### config.mk
export PLATFORM = sky130hd
export DESIGN_NAME = ipr_resolver
export DESIGN_NICKNAME = d
export VERILOG_FILES = /design/src/ipr_pkg.sv /design/src/ipr_sync.sv /design/src/ipr_arbiter.sv /design/src/ipr_resolver.sv
export SDC_FILE = /design/constraint.sdc
export NUM_CORES = 1
export LEC_CHECK = 0
export CAP_MARGIN = 20
export CORE_ASPECT_RATIO = 1.75
export CORE_MARGIN = 3
export CORE_UTILIZATION = 30
export CTS_BUF_LIST = sky130_fd_sc_hd__clkbuf_2 sky130_fd_sc_hd__clkbuf_4 sky130_fd_sc_hd__clkbuf_8
export CTS_CLUSTER_DIAMETER = 80
export DETAILED_ROUTE_END_ITERATION = 8
export DONT_BUFFER_PORTS = 1
export GPL_ROUTABILITY_DRIVEN = 1
export PLACE_DENSITY = 0.49
export SLEW_MARGIN = 20
export SYNTH_ARGS = -nofsm -noshare
export SYNTH_HDL_FRONTEND = slang
export SYNTH_SLANG_ARGS = --single-unit
### constraint.sdc
create_clock -name clk -period 51 [get_ports clk]
set_clock_uncertainty 0.15 [all_clocks]
set_input_delay 5.1 -clock clk [delete_from_list [all_inputs] [get_ports clk]]
set_output_delay 5.1 -clock clk [all_outputs]
set_load 0.05 [all_outputs]
### src/ipr_pkg.sv
package ipr_pkg;

   // Source counts: external pins first, then on-chip modules
   localparam int N_EXT = 8;
   localparam int N_MOD = 16;
   localparam int N_SRC = N_EXT + N_MOD;
   localparam int IDX_W = 5;

   // Priority widths
   localparam int EXT_PRIO_W = 4;
   localparam int MOD_PRIO_W = 5;
   localparam int LEVEL_W    = 4;
   localparam int CODE_W     = 12;

   // Module settings below this value block the source
   localparam logic [MOD_PRIO_W-1:0] MOD_PRIO_MIN = 5'h02;
   localparam logic [MOD_PRIO_W-1:0] MOD_PRIO_RST = 5'h00;
   localparam logic [EXT_PRIO_W-1:0] EXT_PRIO_RST = 4'h0;
   localparam logic [LEVEL_W-1:0]    LEVEL_NONE   = 4'h0;

   // Register byte addresses
   localparam logic [7:0] OFF_CTRL   = 8'h00;
   localparam logic [7:0] OFF_EPRIO  = 8'h04;
   localparam logic [7:0] OFF_MASK   = 8'h08;
   localparam logic [7:0] OFF_MCLR   = 8'h0c;
   localparam logic [7:0] OFF_MPRIO  = 8'h10;
   localparam logic [7:0] OFF_STAT   = 8'h20;
   localparam logic [7:0] OFF_PRES   = 8'h24;
   localparam int         MPRIO_WORDS = 4;
   localparam int         MPRIO_LANE  = 8;

   // Field positions
   localparam int CTRL_NMIMASK_BIT = 0;
   localparam int CTRL_NMIPIN_BIT  = 8;
   localparam int PRES_CODE_LSB    = 8;
   localparam int PRES_NMI_BIT     = 31;

   // Event codes: arbitrary base and spacing, one per source
   localparam logic [CODE_W-1:0] EVT_BASE = 12'h400;
   localparam logic [CODE_W-1:0] EVT_STEP = 12'h020;
   localparam logic [CODE_W-1:0] EVT_NMI  = 12'h1c0;
   localparam logic [CODE_W-1:0] EVT_NONE = 12'h000;

   // Register bus request
   typedef struct packed {
      logic [7:0]  addr;
      logic [31:0] wdata;
      logic        wr;
      logic        rd;
   } ipr_bus_t;

   // What the processor sees
   typedef struct packed {
      logic [LEVEL_W-1:0] level;
      logic [CODE_W-1:0]  code;
   } ipr_cpu_req_t;

   // Distinct code for each source index
   function automatic logic [CODE_W-1:0] evtCode(input logic [IDX_W-1:0] idx);
      logic [CODE_W-1:0] off;
      off = EVT_STEP * {{(CODE_W-IDX_W){1'b0}}, idx};
      return EVT_BASE + off;
   endfunction : evtCode

endpackage : ipr_pkg

### src/ipr_sync.sv
`timescale 1ns/1ps
`default_nettype none
// Two-stage synchroniser for one level
module ipr_sync
(
   input  wire logic clk,    // System clock
   input  wire logic rst,    // Sync reset, high
   input  wire logic async,  // Level from outside
   output logic      synced  // Safe copy
);
   logic meta_q;  // First stage, read only by second

   // Reset to high: an idle pin is high
   always_ff @(posedge clk)
   begin
      if (rst)
      begin
         meta_q <= 1'b1;
         synced <= 1'b1;
      end
      else
      begin
         meta_q <= async;
         synced <= meta_q;
      end
   end
endmodule : ipr_sync
`default_nettype wire

### src/ipr_arbiter.sv
`timescale 1ns/1ps
`default_nettype none
// Picks the highest 5-bit priority; ties go to the lower index
module ipr_arbiter
   import ipr_pkg::*;
(
   input  wire logic [N_SRC-1:0][MOD_PRIO_W-1:0] cand,    // Zero means not eligible
   output logic      [IDX_W-1:0]                 winIdx,  // Winning source
   output logic      [MOD_PRIO_W-1:0]            winPrio  // Its priority, zero if none
);
   // Linear scan; strict compare keeps the earlier source on ties
   always_comb
   begin
      winIdx  = '0;
      winPrio = '0;
      for (int i = 0; i < N_SRC; i++)
      begin
         if (cand[i] > winPrio)
         begin
            winIdx  = IDX_W'(i);
            winPrio = cand[i];
         end
      end
   end
endmodule : ipr_arbiter
`default_nettype wire

### src/ipr_resolver.sv
// The implementer's own choices: the strobed register port and the register addresses.
`timescale 1ns/1ps
`default_nettype none
module ipr_resolver
   import ipr_pkg::*;
(
   input  wire logic                 clk,          // 100 MHz clock
   input  wire logic                 rst,          // Sync reset, high
   input  wire ipr_bus_t             bus,          // Register request
   output logic         [31:0]       rdData,       // Read data, cycle after
   input  wire logic    [N_EXT-1:0]  extReq,       // External requests
   input  wire logic    [N_MOD-1:0]  modReq,       // Module requests
   input  wire logic                 nmiPin_n,     // NMI pin, active low
   input  wire logic    [LEVEL_W-1:0] cpuMaskLevel, // Processor mask level
   input  wire logic                 cpuAccept,    // Processor took a request
   output ipr_cpu_req_t              cpuReq,       // Level and event code
   output logic                      nmiReq        // NMI pending
);

   // Control and configuration state
   logic                                  nmiMask_q;  // Mask others while NMI low
   logic [N_EXT-1:0][EXT_PRIO_W-1:0]      extPrio_q;  // External priorities
   logic [N_MOD-1:0][MOD_PRIO_W-1:0]      modPrio_q;  // Module priorities
   logic [N_SRC-1:0]                      mask_q;     // One mask bit per source

   // NMI pin path
   logic nmiSync;    // Synchronised pin
   logic nmiPrev_q;  // Last synchronised value
   logic nmiFall;    // Falling edge seen

   // Arbitration signals
   logic [N_SRC-1:0][MOD_PRIO_W-1:0] cand;     // Effective priorities
   logic [IDX_W-1:0]                 winIdx;   // Winner
   logic [MOD_PRIO_W-1:0]            winPrio;  // Winner's priority
   logic [LEVEL_W-1:0]               winLevel; // Reported level
   logic                             nmiBlock; // Others suppressed
   logic                             forward;  // Send to processor
   ipr_cpu_req_t                     cpuReq_d; // Next presented value
   logic                             nmiReq_d; // Next NMI pending

   // Register decode
   logic                  wrCtrl;    // Control write
   logic                  wrEprio;   // External priority write
   logic                  wrMask;    // Mask set write
   logic                  wrMclr;    // Mask clear write
   logic                  mprioHit;  // Address in module priority block
   logic [1:0]            mprioSel;  // Which module priority word
   logic [31:0]           rdData_d;  // Read mux
   logic [MPRIO_WORDS-1:0][31:0] mprioWord; // Packed module priorities
   logic [31:0]           ctrlWord;  // Control readback
   logic [31:0]           presWord;  // Presented request readback
   logic [31:0]           statWord;  // Raw request readback
   logic [N_SRC-1:0]      rawReq;    // All requests, ext first

   // Synchronise the NMI pin before anything looks at it
   ipr_sync uNmiSync
   (
      .clk    (clk),
      .rst    (rst),
      .async  (nmiPin_n),
      .synced (nmiSync)
   );

   // ---- Register write decode ----
   assign wrCtrl   = bus.wr && (bus.addr == OFF_CTRL);
   assign wrEprio  = bus.wr && (bus.addr == OFF_EPRIO);
   assign wrMask   = bus.wr && (bus.addr == OFF_MASK);
   assign wrMclr   = bus.wr && (bus.addr == OFF_MCLR);
   assign mprioHit = (bus.addr[7:4] == OFF_MPRIO[7:4]);
   assign mprioSel = bus.addr[3:2];

   // Control register: only the NMI masking bit is writable
   always_ff @(posedge clk)
   begin
      if (rst)
         nmiMask_q <= 1'b0;
      else if (wrCtrl)
         nmiMask_q <= bus.wdata[CTRL_NMIMASK_BIT];
   end

   // External priorities, four bits each, packed in one word
   always_ff @(posedge clk)
   begin
      if (rst)
         extPrio_q <= {N_EXT{EXT_PRIO_RST}};
      else if (wrEprio)
         extPrio_q <= bus.wdata;
   end

   // Module priorities; reset leaves every module blocked
   always_ff @(posedge clk)
   begin
      if (rst)
         modPrio_q <= {N_MOD{MOD_PRIO_RST}};
      else if (bus.wr && mprioHit)
      begin
         // Four five-bit fields per word, one per byte lane
         for (int m = 0; m < N_MOD; m++)
         begin
            if (mprioSel == 2'(m / MPRIO_WORDS))
               modPrio_q[m] <= bus.wdata[(m % MPRIO_WORDS)*MPRIO_LANE +: MOD_PRIO_W];
         end
      end
   end

   // Mask bits: set register and clear register, both write-one
   always_ff @(posedge clk)
   begin
      if (rst)
         mask_q <= '1;
      else if (wrMask)
         mask_q <= mask_q | bus.wdata[N_SRC-1:0];
      else if (wrMclr)
         mask_q <= mask_q & ~bus.wdata[N_SRC-1:0];
   end

   // ---- Candidate priorities ----
   // External level maps to {level,1} so it fits the 5-bit scale
   // and reports unchanged after the low bit is dropped
   generate
      for (genvar e = 0; e < N_EXT; e++)
      begin : gExt
         assign cand[e] = (extReq[e] && !mask_q[e] && (extPrio_q[e] != EXT_PRIO_RST))
                          ? {extPrio_q[e], 1'b1} : '0;
      end
      for (genvar m = 0; m < N_MOD; m++)
      begin : gMod
         // Settings 0 and 1 never become candidates
         assign cand[N_EXT+m] = (modReq[m] && !mask_q[N_EXT+m] && (modPrio_q[m] >= MOD_PRIO_MIN))
                                ? modPrio_q[m] : '0;
      end
   endgenerate

   // Fixed default order: lower index wins ties, compare on 5 bits
   ipr_arbiter uArb
   (
      .cand    (cand),
      .winIdx  (winIdx),
      .winPrio (winPrio)
   );

   // ---- Forward decision ----
   // Losers are not stored: they stay visible as long as their
   // source holds the request, so nothing is lost when one wins
   assign winLevel = winPrio[MOD_PRIO_W-1:1];
   assign nmiBlock = nmiMask_q && !nmiSync;
   assign forward  = (winLevel > cpuMaskLevel) && !nmiBlock;

   // Level zero when nothing is forwarded; no code then unless NMI is pending
   assign cpuReq_d.level = forward ? winLevel : LEVEL_NONE;
   // Next pending value, so the code flips in the same edge as nmiReq
   assign cpuReq_d.code  = nmiReq_q_code(nmiReq_d, forward, winIdx);

   // Code selection: NMI first, then the winner's own code
   function automatic logic [CODE_W-1:0] nmiReq_q_code(input logic nmi,
                                                       input logic fwd,
                                                       input logic [IDX_W-1:0] idx);
      logic [CODE_W-1:0] c;
      c = EVT_NONE;
      if (nmi)
         c = EVT_NMI;
      else if (fwd)
         c = evtCode(idx);
      return c;
   endfunction : nmiReq_q_code

   // Level and code share one register so they never disagree
   always_ff @(posedge clk)
   begin
      if (rst)
      begin
         cpuReq.level <= LEVEL_NONE;
         cpuReq.code  <= EVT_NONE;
      end
      else
         cpuReq <= cpuReq_d;
   end

   // ---- NMI pending ----
   // Only the synchronised copy feeds the edge detector
   assign nmiFall = nmiPrev_q && !nmiSync;

   // A new edge wins over an acceptance in the same cycle
   assign nmiReq_d = nmiFall ? 1'b1 : (cpuAccept ? 1'b0 : nmiReq);

   // Edge history and pending flag
   always_ff @(posedge clk)
   begin
      if (rst)
      begin
         nmiPrev_q <= 1'b1;
         nmiReq    <= 1'b0;
      end
      else
      begin
         nmiPrev_q <= nmiSync;
         nmiReq    <= nmiReq_d;
      end
   end

   // ---- Read side ----
   assign rawReq = {modReq, extReq};

   // Pack module priorities back into their words
   generate
      for (genvar w = 0; w < MPRIO_WORDS; w++)
      begin : gWord
         for (genvar l = 0; l < MPRIO_WORDS; l++)
         begin : gLane
            assign mprioWord[w][l*MPRIO_LANE +: MPRIO_LANE] =
               {{(MPRIO_LANE-MOD_PRIO_W){1'b0}}, modPrio_q[w*MPRIO_WORDS+l]};
         end
      end
   endgenerate

   // Control word shows the mask bit and the pin level
   assign ctrlWord = (32'(nmiMask_q) << CTRL_NMIMASK_BIT)
                   | (32'(nmiSync) << CTRL_NMIPIN_BIT);

   // What the processor is being shown right now
   assign presWord = (32'(nmiReq) << PRES_NMI_BIT)
                   | (32'(cpuReq.code) << PRES_CODE_LSB)
                   | 32'(cpuReq.level);

   // Requests still waiting, masked or not
   assign statWord = 32'(rawReq);

   // Read mux; unmapped addresses read zero
   assign rdData_d = !bus.rd                ? 32'h0000_0000 :
                     (bus.addr == OFF_CTRL)  ? ctrlWord :
                     (bus.addr == OFF_EPRIO) ? 32'(extPrio_q) :
                     (bus.addr == OFF_MASK)  ? 32'(mask_q) :
                     mprioHit                ? mprioWord[mprioSel] :
                     (bus.addr == OFF_STAT)  ? statWord :
                     (bus.addr == OFF_PRES)  ? presWord :
                                               32'h0000_0000;

   // Read data stands for one cycle only
   always_ff @(posedge clk)
   begin
      if (rst)
         rdData <= 32'h0000_0000;
      else
         rdData <= rdData_d;
   end

endmodule : ipr_resolver
`default_nettype wire

Word-level counts from Yosys, hierarchy flattened:

Cells that the tools add are included.

* equality and inequality tests: 9
* add/sub/neg operators: 1
* reductions and logical operators: 100
* muxes and demuxes: 85
* order comparisons: 42
* bitwise gates (word level): 8

Operators by type and width (count)
* $mux W5: 56
* $mux W32: 7
* $gt A5 B5 Y1: 23
* $ge A5 B2 Y1 const B: 16
* $bmux W32 S2: 1
* $logic_and A1 B1 Y1: 56
* $mux W24: 2
* $mux W4: 8
* $or A32 B20 Y32: 1
* $or A32 B4 Y32: 1
* $reduce_bool A4 Y1: 8
* $logic_not A1 Y1: 26
* $and A24 B24 Y24: 1
* $not A24 Y24: 1
* $or A24 B24 Y24: 1
* $mux W9: 2
* $eq A8 B4 Y1 const B: 2
* $eq A8 B6 Y1 const B: 2
* $add A11 B10 Y12 const A: 1
* $mux W3: 4
* $or A1 B9 Y9: 1
* $eq A8 B3 Y1 const B: 1
* $logic_not A8 Y1: 1
* $reduce_and A2 Y1: 4
* 13 further kinds: 19

* output and inout bits: 49
* register bits: 189
* bits of input ports: 74
* word-level logic and storage cells: 279

Logic depth before layout (Yosys ltp):

* depth after elaboration: 56
* depth in mapped cells: 194
* gate-level depth less buffers: 188

By module:

A second synthesis with hierarchy kept.

* cells, all modules: 1845
* area, all modules: 14503.9 µm²

By module, submodules not included
* ipr_resolver: sequential area each 3623.5 µm², times used 1, area an instance 8982.4 µm², cells each 1047
* ipr_arbiter: sequential area each 0.0 µm², times used 1, area an instance 5469.0 µm², cells each 794
* ipr_sync: sequential area each 40.0 µm², times used 1, area an instance 52.6 µm², cells each 4

Worst setup path after synthesis:

Ideal clock, no wire load.

* kind: input -> register
* start: in extReq[0]
* end: reg cpuReq[5] (netlist bit)
* setup slack: 12.089 ns
* data required time: 50.728 ns
* setup time: 0.122 ns
* cell stages on the path: 173
* arrival time: 38.639 ns
* path buffers: 6
* cells stage by stage: nor2b_1 > nand2_1 > ha_1 > nor2b_4 > o21a_4 > or3_2 > and2_1 > ha_1 > and2_4 > and4_1 > o221a_2 > or2_2 > ha_1 > nor2b_1 > o211ai_1 > nand2_1 > o31ai_1 > ha_1 > (+137 left out) > o21ai_0 > ha_1 > nor2b_1 > o21a_1 > o21a_1 > o21ai_0 > nand2b_1 > o21ai_0 > nand2_1 > nor3_1 > nor2_1 > ha_1 > nor2b_1 > o21a_1 > o21a_1 > o211ai_1 > nor2_1 > o311a_1

* longest elaborated chain between the ends: 55
* elaborated cells between the ends (all ways): 79
* classes of those cells: add/sub: 1; order compare: 25; mux: 48; bitwise: 1; reduce/logical: 4

Ends and longest elaborated chain
* from (decl): RTL line ipr_resolver.sv:11 `input wire logic [N_EXT-1:0] extReq,`
* $logic_and A1 B1 Y1 (*) (2 in a row): RTL line ipr_resolver.sv:123 `assign cand[e] = (extReq[e] && !mask_q[e] && (extPrio_q[e] != EXT_PRIO_RST))`
* $mux W5 (*): RTL line ipr_resolver.sv:124 `? {extPrio_q[e], 1'b1} : '0;`
* $gt A5 B1 Y1: RTL line ipr_arbiter.sv:18 `if (cand[i] > winPrio)`
* $mux W5 (*): RTL line ipr_arbiter.sv:18
* $gt A5 B5 Y1: RTL line ipr_arbiter.sv:18
* $mux W5 (*): RTL line ipr_arbiter.sv:18
* $gt A5 B5 Y1: RTL line ipr_arbiter.sv:18
* $mux W5 (*): RTL line ipr_arbiter.sv:18
* (+39 left out)
* $mux W5 (*): RTL line ipr_arbiter.sv:18
* $gt A5 B5 Y1: RTL line ipr_arbiter.sv:18
* $mux W5 (*): RTL line ipr_arbiter.sv:18
* via uArb.winPrio[2]: RTL line ipr_arbiter.sv:9 `output logic [MOD_PRIO_W-1:0] winPrio`
* $gt A4 B4 Y1 (*): RTL line ipr_resolver.sv:147 `assign forward = (winLevel > cpuMaskLevel) && !nmiBlock;`
* $logic_and A1 B1 Y1 (*): RTL line ipr_resolver.sv:147
* $not A1 Y1 (no line) (*)
* $reduce_or A3 Y1 (no line) (*)
* to (signal assigned): RTL line ipr_resolver.sv:176 `cpuReq <= cpuReq_d;`
* to (decl): RTL line ipr_resolver.sv:16 `output ipr_cpu_req_t cpuReq,`

Mark *: on every way through the listed nets, which the timed path passes. The rest lies on a longest branch.
A chain may end at the register's enable or synchronous reset.

Worst setup path in the final report:

Same ends and word-level chain as after synthesis.

==> flow_metrics.env <==
export IMPL_dieWidth_um=165
export IMPL_synth_cells=1731
export IMPL_grt_use_total_pct=25.4
export IMPL_hold_path_class="flip-flop to flip-flop"
export IMPL_synth_area_leaders="dfxtp_1 27%, ha_1 11%, nand2_1 10%"
export IMPL_path_clk_slew_ns=0.12
export IMPL_port_buffers=0
export IMPL_dieArea_mm2=0.0471
export IMPL_rsz0062_at_grt="false"
export IMPL_fin_crit_ns=46.74
export IMPL_antenna_left=0
export IMPL_drt_total_wl_mm=60.6
export IMPL_numCtsBuffers=17
export IMPL_start_util_pct=30.6
export IMPL_slew_headroom_pct=24.4
export IMPL_drt_iter0_drc=1047
export IMPL_io_pins=123
export IMPL_htree_levels=4
export IMPL_reg2reg_to="cpuReq[5]"
export IMPL_hold_ws_ns=0.283
export IMPL_hold_viol_final=0
export IMPL_holdPathEnd="uNmiSync.synced"
export IMPL_place_hpwl_mm=49.2
export IMPL_clk_latency_ns=0.52
export IMPL_avgRoutedWirePerCell_um=26.8
export IMPL_antenna_found_initial=1
export IMPL_yosysMostFrequentCell="nand2_1"
export IMPL_start_kind="primary input"
export IMPL_ff2ff_setup_slack_ns=8.51
export IMPL_drive_above_1_share_pct=7.15
export IMPL_yosysWarnings=0
export IMPL_fillers=4670
export IMPL_outcome="completed"
export IMPL_yosysUniqueCellTypes=90
export IMPL_final_nets=1874
export IMPL_required_ns=51.27
export IMPL_cp_slowest_cell="a21boi_1"
export IMPL_synthArstFlopShare_pct=0
export IMPL_grt_max_degree=144
export IMPL_path_class="primary input to flip-flop"
export IMPL_cts_max_path_buffers=2
export IMPL_fp_dieH_um=285
export IMPL_cpMostUsedCell="ha_1"
export IMPL_finalSetupTns_ns=0
export IMPL_synth_edff_count=0
export IMPL_cpPeakStageDelay_ns=0.69
export IMPL_min_from="uNmiSync.meta_q"
export IMPL_synth_top_area_cell="dfxtp_1"
export IMPL_fmax_mhz=21.4
export IMPL_synth_common_cells="370 x nand2_1, 185 x a21oi_1, 183 x dfxtp_1, 119 x ha_1, 94 x and2_1"
export IMPL_yosys_most_used_dff="dfxtp_1"
export IMPL_core_area_mm2=0.0436
export IMPL_path_max_fanout=16
export IMPL_setup_viol=0
export IMPL_num_rows=101
export IMPL_cts_setup_buffers=0
export IMPL_multi_input_area_mm2=0.00918
export IMPL_area_sequential_mm2=0.00366
export IMPL_overflow=0
export IMPL_synth_cell_area_mm2=0.0133
export IMPL_cts_resized=0
export IMPL_clockRootBuffer="clkbuf_8"
export IMPL_worst_ep_arrival_time_ns=47.01
export IMPL_ys_seq_elements=183
export IMPL_cp_end_kind="flip-flop"
export IMPL_grt_pass1_vias=12900
export IMPL_drv_slew=0
export IMPL_vias_per_cell=5.78
export IMPL_post_route_period_util_pct=91.6
export IMPL_globalplace_congestion=0.974
export IMPL_reg2reg_depth=173
export IMPL_clock_sinks=183
export IMPL_tightest_slew_ns=1.13
export IMPL_cts_tree="yes"
export IMPL_yosysTopAreaCellShare_pct=27.5
export IMPL_dr_total_vias=13100
export IMPL_synthToLayoutAreaGrowth_pct=6.77
export IMPL_drv_cap=0
export IMPL_hold_buffers=0
export IMPL_syn_avg_cell_area_um2=7.70
export IMPL_seq_area_frac_synth_pct=27.5
export IMPL_first_pass_iters=7
export IMPL_min_delay_path_depth=1
export IMPL_grt_pass1_wl_mm=86.9
export IMPL_drc=0
-- layout make-up --
class	count	share of cell area, %
Antenna cell	1	0.0176
Clock buffer	17	1.64
Clock inverter	14	1.20
Inverter	50	1.32
Multi-Input combinational cell	1418	64.5
Sequential cell	183	25.7
Tap cell	566	4.98
Timing Repair Buffer	11	0.580
-- worst max path at each step --
stage | startpoint | end | slack, ns | cells past startpoint
after floorplan | extReq[0] | cpuReq[5] | 12.09 | 173
after global placement | extReq[0] | cpuReq[5] | 4.46 | 170
after detailed placement | extReq[0] | cpuReq[5] | 4.14 | 170
after CTS | extReq[0] | cpuReq[5] | 4.60 | 170
after global routing | extReq[0] | cpuReq[5] | 0.83 | 174
final | extReq[0] | cpuReq[5] | 4.26 | 173
-- critical path, delay by kind of cell --
kind	cells	cell delay, ns
buffers and inverters	9	0.95
adders and majority gates	24	6.90
AOI/OAI and AO/OA	74	19.27
and+or+nand+nor	62	13.28
muxes	4	1.46
-- per-stage QoR --
| step | cells | setup slack [ns] | utilization (%) | area (µm²) |
|---|---|---|---|---|
| 2_1_floorplan | 1736 | 12.09 | - | 13300 |
| 3_3_place_gp | 2228 | 4.46 | 31.7 | 13800 |
| 3_5_place_dp | 2228 | 4.14 | 31.7 | 13800 |
| 4_1_cts | 2259 | 4.60 | 32.6 | 14200 |
| 5_1_grt | 2260 | 0.830 | 32.6 | 14200 |
| 6_report | 2260 | 4.26 | 32.6 | 14200 |
-- kinds of logic after synthesis --
kind of cell | count (synthesis) | share of synthesized area, %
AO/OA/AOI/OAI | 493 | 25.2
adder cells (fa/ha/maj) | 119 | 11.2
buffers and inverters | 135 | 4.01
flip-flops | 183 | 27.5
multiplexers | 44 | 5.34
other | 1 | 0.0281
AND/OR/NAND/NOR | 756 | 26.8
-- per-layer routing --
| metal | vias up | part of all wire, % | wire length [µm] | track usage [%] |
|---|---|---|---|---|
| met4 | 0 | 9.2 | 5590 | 19.4 |
| met5 | - | 0 | 0 | 0 |
| li1 | 6124 | - | - | - |
| met1 | 6250 | 34 | 20500 | 25.8 |
| met2 | 520 | 52 | 31300 | 45.8 |
| met3 | 171 | 5.4 | 3250 | 3.59 |
-- placed cells by master, fill, tap and decap left out, drive strengths merged, types with 6 or more instances in the layout --
cell and instances:
nor3 23, a222oi 6, a22oi 41, mux2 8, o21a 34, a31oi 24
nand2b 13, and3 25, a211o 7, or2 6, clkbuf 17, a21o 24
nand2 370, buf 11, nand3 44, a221o 22, a21oi 187, o31a 7
inv 59, a21boi 9, mux4 20, o31ai 11, or3 6, a211oi 8
o211ai 6, o41ai 8, mux2i 16, or4 15, ha 119, nor2 90
o21ai 62, and2 97, nor2b 49, dfxtp 183, conb 6
Power is not shown: default switching activity piles up to over one toggle a cycle in this logic, so the estimate is an artifact.
